[src/gocp_pkg.sv]
// gain/offset correction: shared constants and types
// assumes: single 100 MHz clock pclk, async active-low presetn
package gocp_pkg;
    localparam int unsigned N_BITS = 16;
    localparam int unsigned N_CH = 2;
    localparam int unsigned N_DAC = 4;
    localparam int unsigned N_SEL = 2;
    localparam int unsigned N_PAIR = N_CH * N_DAC * N_SEL;
    localparam logic [15:0] GAIN_RST = 16'hFFFF;
    localparam logic [15:0] OFFS_RST = 16'h8000;
    localparam logic [17:0] HALF_SCALE = 18'h08000;
    localparam logic [17:0] SAT_MAX = 18'h0FFFF;
    localparam logic [2:0] LOAD_DELAY = 3'h4;
    // apb register map (word offsets in bytes)
    localparam logic [11:0] A_CTRL = 12'h000;   // [0] correction enable, [1] mode select
    localparam logic [11:0] A_CMD = 12'h004;    // [1:0] op, [3:2] dac, [5:4] ch mask, [6] sel
    localparam logic [11:0] A_DATA = 12'h008;   // [15:0] word to send
    localparam logic [11:0] A_STAT = 12'h00C;   // [0] busy, [1] load seen
    localparam logic [11:0] A_RDATA = 12'h010;  // [15:0] read-back word
    typedef enum logic [1:0] {GOCP_OP_DATA, GOCP_OP_GAIN, GOCP_OP_OFFS, GOCP_OP_READ} gocp_op_e;
    localparam logic [15:0] CTRL_RST = 16'h0001;
endpackage

[src/gocp_if.sv]
// link between host end and correction device end
// assumes: both ends clocked by the same pclk
`timescale 1ns/10ps
`default_nettype none
interface gocp_if;
    logic wr_stb;
    logic [1:0] op;
    logic [1:0] dac;
    logic [1:0] ch_mask;
    logic sel;
    logic [15:0] wdata;
    logic rd_stb;
    logic frame_end;
    logic busy;
    logic [15:0] rdata;
    logic rvalid;
    logic load_pulse;
    logic [1:0] load_ch;
    modport host (output wr_stb, op, dac, ch_mask, sel, wdata, rd_stb, frame_end,
                  input busy, rdata, rvalid, load_pulse, load_ch);
    modport dev (input wr_stb, op, dac, ch_mask, sel, wdata, rd_stb, frame_end,
                 output busy, rdata, rvalid, load_pulse, load_ch);
endinterface
`default_nettype wire

[src/gocp_calc.sv]
// correction arithmetic: gain multiply, offset add, saturation
// assumes: purely combinational, used by the device end
`timescale 1ns/10ps
`default_nettype none
module gocp_calc (
    input wire logic [15:0] input_word,
    input wire logic [15:0] gain,
    input wire logic [15:0] offs,
    input wire logic enable,
    output logic [15:0] corrected_word
);
    logic [32:0] prod;
    logic [17:0] sum;
    // (m+1)*x >> 16, fraction dropped
    assign prod = ({17'h00000, input_word} * {16'h0000, {1'b0, gain} + 17'h00001}) ;
    // offset in raw steps, not scaled by gain
    assign sum = {1'b0, prod[32:16]} + {2'h0, offs} - gocp_pkg::HALF_SCALE;
    assign corrected_word = !enable ? input_word :
                            sum[17] ? 16'h0000 :
                            (sum > gocp_pkg::SAT_MAX) ? 16'hFFFF : sum[15:0];
endmodule
`default_nettype wire

[src/gocp_dev.sv]
// device end: coefficient storage, corrected-word registers, load timing
// assumes: host end drives the link on the same pclk
`timescale 1ns/10ps
`default_nettype none
module gocp_dev (
    input wire logic pclk,
    input wire logic presetn,
    gocp_if.dev lnk,
    input wire logic cal_enable,
    input wire logic mode_sel,
    output logic [15:0] dac_word [gocp_pkg::N_CH*gocp_pkg::N_DAC],
    output logic dac_load,
    output logic [1:0] dac_load_ch
);
    localparam int unsigned NW = gocp_pkg::N_CH * gocp_pkg::N_DAC;
    function automatic logic [3:0] pidx(input logic ch, input logic [1:0] d, input logic s);
        pidx = {ch, d, s};
    endfunction
    logic [15:0] gain_q [gocp_pkg::N_PAIR];
    logic [15:0] offs_q [gocp_pkg::N_PAIR];
    logic [15:0] x2_q [NW];
    logic [15:0] x1_q;
    logic [1:0] dac_q;
    logic [1:0] pend_q;
    logic ch_q;
    logic busy_q;
    logic [1:0] loaded_q;
    logic [2:0] dly_q;
    logic dly_run_q;
    logic load_q;
    logic [1:0] load_ch_q;
    logic [15:0] rdata_q;
    logic rvalid_q;
    logic [15:0] calc_out;
    logic [3:0] cur_idx;
    logic [3:0] wr_idx;
    logic [2:0] rd_idx;
    logic data_wr;
    logic coef_wr;
    // pair chosen by mode in force when the data write runs
    assign cur_idx = pidx(ch_q, dac_q, mode_sel);
    assign wr_idx = pidx(lnk.ch_mask[0] ? 1'b0 : 1'b1, lnk.dac, lnk.sel);
    assign rd_idx = {lnk.ch_mask[1] & ~lnk.ch_mask[0], lnk.dac};
    assign data_wr = lnk.wr_stb && lnk.op == gocp_pkg::GOCP_OP_DATA && !busy_q && lnk.ch_mask != 2'h0;
    assign coef_wr = lnk.wr_stb && (lnk.op == gocp_pkg::GOCP_OP_GAIN || lnk.op == gocp_pkg::GOCP_OP_OFFS);
    gocp_calc u_calc (
        .input_word(x1_q),
        .gain(gain_q[cur_idx]),
        .offs(offs_q[cur_idx]),
        .enable(cal_enable),
        .corrected_word(calc_out)
    );
    genvar gi;
    generate
        for (gi = 0; gi < gocp_pkg::N_PAIR; gi++) begin : g_coef
            always_ff @(posedge pclk or negedge presetn) begin
                if (!presetn) begin
                    gain_q[gi] <= gocp_pkg::GAIN_RST;
                    offs_q[gi] <= gocp_pkg::OFFS_RST;
                end else if (coef_wr && wr_idx == 4'(gi)) begin
                    // stored corrected words left alone
                    if (lnk.op == gocp_pkg::GOCP_OP_GAIN) begin
                        gain_q[gi] <= lnk.wdata;
                    end else begin
                        offs_q[gi] <= lnk.wdata;
                    end
                end
            end
        end
        for (gi = 0; gi < NW; gi++) begin : g_x2
            always_ff @(posedge pclk or negedge presetn) begin
                if (!presetn) begin
                    x2_q[gi] <= 16'h0000;
                end else if (busy_q && {ch_q, dac_q} == 3'(gi)) begin
                    x2_q[gi] <= calc_out;
                end
            end
            assign dac_word[gi] = x2_q[gi];
        end
    endgenerate
    // sequencer: one channel per cycle on a dual write
    always_ff @(posedge pclk or negedge presetn) begin
        if (!presetn) begin
            x1_q <= 16'h0000;
            dac_q <= 2'h0;
            pend_q <= 2'h0;
            ch_q <= 1'b0;
            busy_q <= 1'b0;
            loaded_q <= 2'h0;
        end else if (data_wr) begin
            x1_q <= lnk.wdata;
            dac_q <= lnk.dac;
            ch_q <= ~lnk.ch_mask[0];
            pend_q <= lnk.ch_mask[0] ? {1'b0, lnk.ch_mask[1]} : 2'h0;
            busy_q <= 1'b1;
            loaded_q <= loaded_q | lnk.ch_mask;
        end else if (busy_q) begin
            if (pend_q[0]) begin
                ch_q <= 1'b1;
                pend_q <= 2'h0;
            end else begin
                busy_q <= 1'b0;
            end
        end else if (load_q) begin
            loaded_q <= 2'h0;
        end
    end
    // analog update four cycles after frame end
    always_ff @(posedge pclk or negedge presetn) begin
        if (!presetn) begin
            dly_q <= 3'h0;
            dly_run_q <= 1'b0;
            load_q <= 1'b0;
            load_ch_q <= 2'h0;
        end else begin
            load_q <= 1'b0;
            if (lnk.frame_end && loaded_q != 2'h0) begin
                dly_q <= 3'h1;
                dly_run_q <= 1'b1;
            end else if (dly_run_q) begin
                dly_q <= dly_q + 3'h1;
                if (dly_q == gocp_pkg::LOAD_DELAY - 3'h1) begin
                    dly_run_q <= 1'b0;
                    load_q <= 1'b1;
                    load_ch_q <= loaded_q;
                end
            end
        end
    end
    always_ff @(posedge pclk or negedge presetn) begin
        if (!presetn) begin
            rdata_q <= 16'h0000;
            rvalid_q <= 1'b0;
        end else begin
            rvalid_q <= lnk.rd_stb;
            if (lnk.rd_stb) begin
                rdata_q <= x2_q[rd_idx];
            end
        end
    end
    assign lnk.busy = busy_q;
    assign lnk.rdata = rdata_q;
    assign lnk.rvalid = rvalid_q;
    assign lnk.load_pulse = load_q;
    assign lnk.load_ch = load_ch_q;
    assign dac_load = load_q;
    assign dac_load_ch = load_ch_q;
endmodule
`default_nettype wire

[src/flat_wrapper.sv]
// flat-port wrapper written by rule: the top's interface ports become plain ports
module gocp_dev_flat 
  (pclk, presetn, cal_enable, mode_sel, dac_word, dac_load, dac_load_ch, lnk_wr_stb, lnk_op, lnk_dac, lnk_ch_mask, lnk_sel, lnk_wdata, lnk_rd_stb, lnk_frame_end, lnk_busy, lnk_rdata, lnk_rvalid, lnk_load_pulse, lnk_load_ch);
  gocp_if lnk_i ();
  input wire logic pclk;
  input wire logic presetn;
  input wire logic cal_enable;
  input wire logic mode_sel;
  output logic [15:0] dac_word[gocp_pkg::N_CH*gocp_pkg::N_DAC];
  output logic dac_load;
  output logic [1:0] dac_load_ch;
  input wire logic [$bits(lnk_i.wr_stb)-1:0] lnk_wr_stb;
  input wire logic [$bits(lnk_i.op)-1:0] lnk_op;
  input wire logic [$bits(lnk_i.dac)-1:0] lnk_dac;
  input wire logic [$bits(lnk_i.ch_mask)-1:0] lnk_ch_mask;
  input wire logic [$bits(lnk_i.sel)-1:0] lnk_sel;
  input wire logic [$bits(lnk_i.wdata)-1:0] lnk_wdata;
  input wire logic [$bits(lnk_i.rd_stb)-1:0] lnk_rd_stb;
  input wire logic [$bits(lnk_i.frame_end)-1:0] lnk_frame_end;
  output wire logic [$bits(lnk_i.busy)-1:0] lnk_busy;
  output wire logic [$bits(lnk_i.rdata)-1:0] lnk_rdata;
  output wire logic [$bits(lnk_i.rvalid)-1:0] lnk_rvalid;
  output wire logic [$bits(lnk_i.load_pulse)-1:0] lnk_load_pulse;
  output wire logic [$bits(lnk_i.load_ch)-1:0] lnk_load_ch;
  assign lnk_i.wr_stb = lnk_wr_stb;
  assign lnk_i.op = lnk_op;
  assign lnk_i.dac = lnk_dac;
  assign lnk_i.ch_mask = lnk_ch_mask;
  assign lnk_i.sel = lnk_sel;
  assign lnk_i.wdata = lnk_wdata;
  assign lnk_i.rd_stb = lnk_rd_stb;
  assign lnk_i.frame_end = lnk_frame_end;
  assign lnk_busy = lnk_i.busy;
  assign lnk_rdata = lnk_i.rdata;
  assign lnk_rvalid = lnk_i.rvalid;
  assign lnk_load_pulse = lnk_i.load_pulse;
  assign lnk_load_ch = lnk_i.load_ch;
  gocp_dev u_core (.pclk(pclk), .presetn(presetn), .lnk(lnk_i), .cal_enable(cal_enable), .mode_sel(mode_sel), .dac_word(dac_word), .dac_load(dac_load), .dac_load_ch(dac_load_ch));
endmodule
[config.mk]
export PLATFORM = sky130hd
export DESIGN_NAME = gocp_dev_flat
export DESIGN_NICKNAME = d
export VERILOG_FILES = /design/src/gocp_pkg.sv /design/src/gocp_if.sv /design/src/gocp_calc.sv /design/src/gocp_dev.sv /design/src/flat_wrapper.sv
export SDC_FILE = /design/constraint.sdc
export NUM_CORES = 2
export LEC_CHECK = 0
export BUFFER_PORTS_ARGS = -buffer_cell sky130_fd_sc_hd__buf_2
export CORE_MARGIN = 3
export CORE_UTILIZATION = 45
export CTS_BUF_LIST = sky130_fd_sc_hd__clkbuf_4 sky130_fd_sc_hd__clkbuf_8
export DETAILED_ROUTE_END_ITERATION = 10
export PLACE_DENSITY = 0.6
export SLEW_MARGIN = 20
export SYNTH_ARGS = -nofsm -noshare
export SYNTH_HDL_FRONTEND = slang
export SYNTH_SLANG_ARGS = --single-unit
export TNS_END_PERCENT = 10
[constraint.sdc]
create_clock -name pclk -period 24.4 [get_ports pclk]
set_input_delay 4.88 -clock pclk [delete_from_list [all_inputs] [get_ports pclk]]
set_output_delay 4.88 -clock pclk [all_outputs]
set_load 0.01 [all_outputs]
==> impl_metrics.tcl <==
set metrics [dict create \
    fin_skew_ns 0.0379 \
    drt_iter0_drc 1950 \
    syn_area_um2 41400 \
    cts_htree_levels 3 \
    layout_commonest_cell "mux2_2" \
    dp_hpwl_um 75400 \
    drt_pass1_iterations 5 \
    cp_slowest_cell "nor3_1" \
    viasPerCell 5.85 \
    fmax_mhz 60.9 \
    rsz0062_at_grt "false" \
    synth.avg_cell_area_um2 12.9 \
    worstSkewPairLatency_ns 0.75 \
    max-cap-violations 0 \
    cts-resized-gates 0 \
    fp.dieW_um 309 \
    cts_tree "yes" \
    final_cell_mix "mux2_2, dfrtp_1, nand2_1, dfstp_2, inv_1" \
    cp_common_cell "fa_1" \
    cts_buffer_depth 3 \
    final_nets 3700 \
    async_flop_share 1.00 \
    hold_slack_ns 0.501 \
    synth_area_leaders "dfrtp_1, dfstp_2, mux2_2" \
    ys_types 66 \
    core_um2 90600 \
    path_clk_slew_ns 0.06 \
    drcViolationCount 0 \
    pin_count 182 \
    synth_top_area_frac 0.251 \
    worstSetupStartpointType "input pin" \
    grt_pass1_wl_um 177000 \
    root_buffer "clkbuf_8" \
    route.vias.total 26900 \
    syn_nets 3576 \
    drv_slew 0 \
    grt_pass1_vias 29300 \
    overflow 0 \
    p_leak_nw 20.9 \
    synth-edff-count 0 \
    tightest_slew_ns 1.16 \
    dominantRegCellSynth "dfrtp_1" \
    path_class "in2reg" \
    vdd_drop_max_mv 0.0821 \
    cp_max_fo 44 \
    synth_cells 3199 \
    clock-sinks 687 \
    yosysSeqAreaShare 0.424 \
    multiInputGateArea_um2 21900 \
    start_util 0.457 \
    required_ns 24.97 \
    postCtsHoldBufs 0 \
    cts_buffers 113 \
    finalSetupViolations 0 \
    postRouteAntennaNets 0 \
    setup_tns_ns 0 \
    fp.dieArea_um2 95600 \
    end_kind "flip-flop" \
    powerDensity_nw_per_um2 109 \
    row_count 110 \
    fin_crit_ns 16.42 \
    slowest_delay_ns 0.96 \
    hold_viol 0 \
    io_buffers 181 \
    finalWorstSetupSlack_ns 7.98 \
    regArea_um2 17500 \
    fin_crit_sh 0.673 \
    hp-class "reg2reg" \
    place.gp.congestion 0.878 \
    area_growth_pct 10.9 \
    max_slew_margin 0.226 \
    grt_antenna_before_repair 10 \
    layout-drive-gt1-share 0.434 \
    postCtsSetupRepairBufs 0 \
    synth-seq-cells 687 \
    grt_max_degree 86 \
    place_area_um2 43300 \
    arrival_ns 16.99 \
    nFillCells 7887 \
    synth_warnings 0 \
    die_h_um 309 \
    stdcell_area_um2 45900 \
    status "completed" \
    pre_cts_slack_ns 7.26 \
    drt-wirelength-per-cell_um 24.8 \
    routed_wirelength_um 114000 \
    grt_usage 0.242 \
    synth_area_leader_cell "dfrtp_1" \
]
==> cell families after synthesis <==
group | Yosys count | synth area share
adder cells (fa/ha/maj) | 347 | 0.143
XOR/XNOR | 45 | 0.00998
flip-flops | 687 | 0.424
AND/OR/NAND/NOR | 617 | 0.0719
buffers and inverters | 501 | 0.0498
multiplexers | 745 | 0.255
AO/OA/AOI/OAI | 257 | 0.0474
==> power by group <==
part | total, mW | internal (mW) | switching (mW)
registers | 1.66 | 1.43 | 0.235
logic | 2.24 | 0.975 | 1.26
clock network | 1.10 | 0.631 | 0.472
==> worst max-delay path, delay by kind of cell <==
family	cells	cell delay (ns)
adder cells (fa/ha/maj)	10	4.22
AND/OR/NAND/NOR	9	3.06
AO/OA/AOI/OAI	13	2.88
buffers and inverters	6	1.10
XOR/XNOR	2	0.47
multiplexers	1	0.30
==> flip-flops by register name, summed over array words and instances, names as in the netlist <==
signal	cells
u_core.gain_q	256
u_core.offs_q	256
u_core.dac_word	128
u_core.lnk.rdata	16
u_core.x1_q	16
u_core.dly_q	3
u_core.dac_load_ch	2
u_core.dac_q	2
u_core.loaded_q	2
u_core.ch_q	1
u_core.dac_load	1
u_core.dly_run_q	1
u_core.lnk.busy	1
u_core.lnk.rvalid	1
u_core.pend_q	1
==> cells in the mapped netlist, types with 5 or more instances <==
master,count
nor2b_1,24
xnor2_1,32
buf_1,25
dfrtp_1,415
ha_1,139
dfstp_2,272
fa_1,208
nor2_1,74
mux2_2,540
nand2_1,317
o221ai_1,128
a21o_1,21
xor2_1,12
dlygate4sd1_1,7
o21ai_0,19
nand4_1,11
and3_1,6
buf_2,18
nand3_4,5
clkbuf_2,9
nor3_1,6
o21a_1,9
inv_1,256
nand3_1,15
buf_4,7
nand2b_1,28
clkbuf_1,171
a21oi_1,40
mux4_1,20
mux4_2,162
buf_6,5
o21bai_1,5
and2_1,114
mux2i_1,19
==> cell type report <==
cell class	count	share of cell area
clock buffer	191	0.0516
sequential	687	0.382
timing repair buffer	254	0.0331
tap	1176	0.0321
multi-input combinational	2011	0.476
inverter	256	0.0209
antenna	4	0.000218
clock inverter	18	0.00365
==> worst paths after layout <==
kind                                    from                   end  slack (ns)  depth (start not counted)
setup / recovery                    mode_sel  u_core.dac_word[120]        7.98                         41
hold / removal             u_core.offs_q[32]     u_core.offs_q[32]        0.50                          1
setup reg to reg             u_core.dac_q[0]  u_core.dac_word[120]       10.90                         41
hold reg to reg            u_core.offs_q[32]     u_core.offs_q[32]        0.50                          1
max in group asynchronous            presetn     u_core.gain_q[14]       17.31                          6
min in group asynchronous            presetn   u_core.lnk.rdata[1]        4.08                          1
==> through the flow <==
stage          total power, mW  cells  utilization
6_report                  5.00   4597        0.507
5_1_grt                   5.39   4595        0.507
3_3_place_gp              3.85   4382        0.478
2_1_floorplan             3.16   3199            -
4_1_cts                   5.04   4591        0.506
3_5_place_dp              3.91   4382        0.478
==> routing by layer <==
layer | vias up | wire (um) | global-route usage | share of wire
li1 | 11500 | - | - | -
met5 | - | 13 | 0 | 0.00011
met2 | 913 | 56900 | 0.420 | 0.50
met4 | 2 | 2990 | 0.0745 | 0.026
met3 | 214 | 6900 | 0.0380 | 0.061
met1 | 14300 | 47200 | 0.314 | 0.41
No activity file was read; power rests on OpenSTA's default activity.
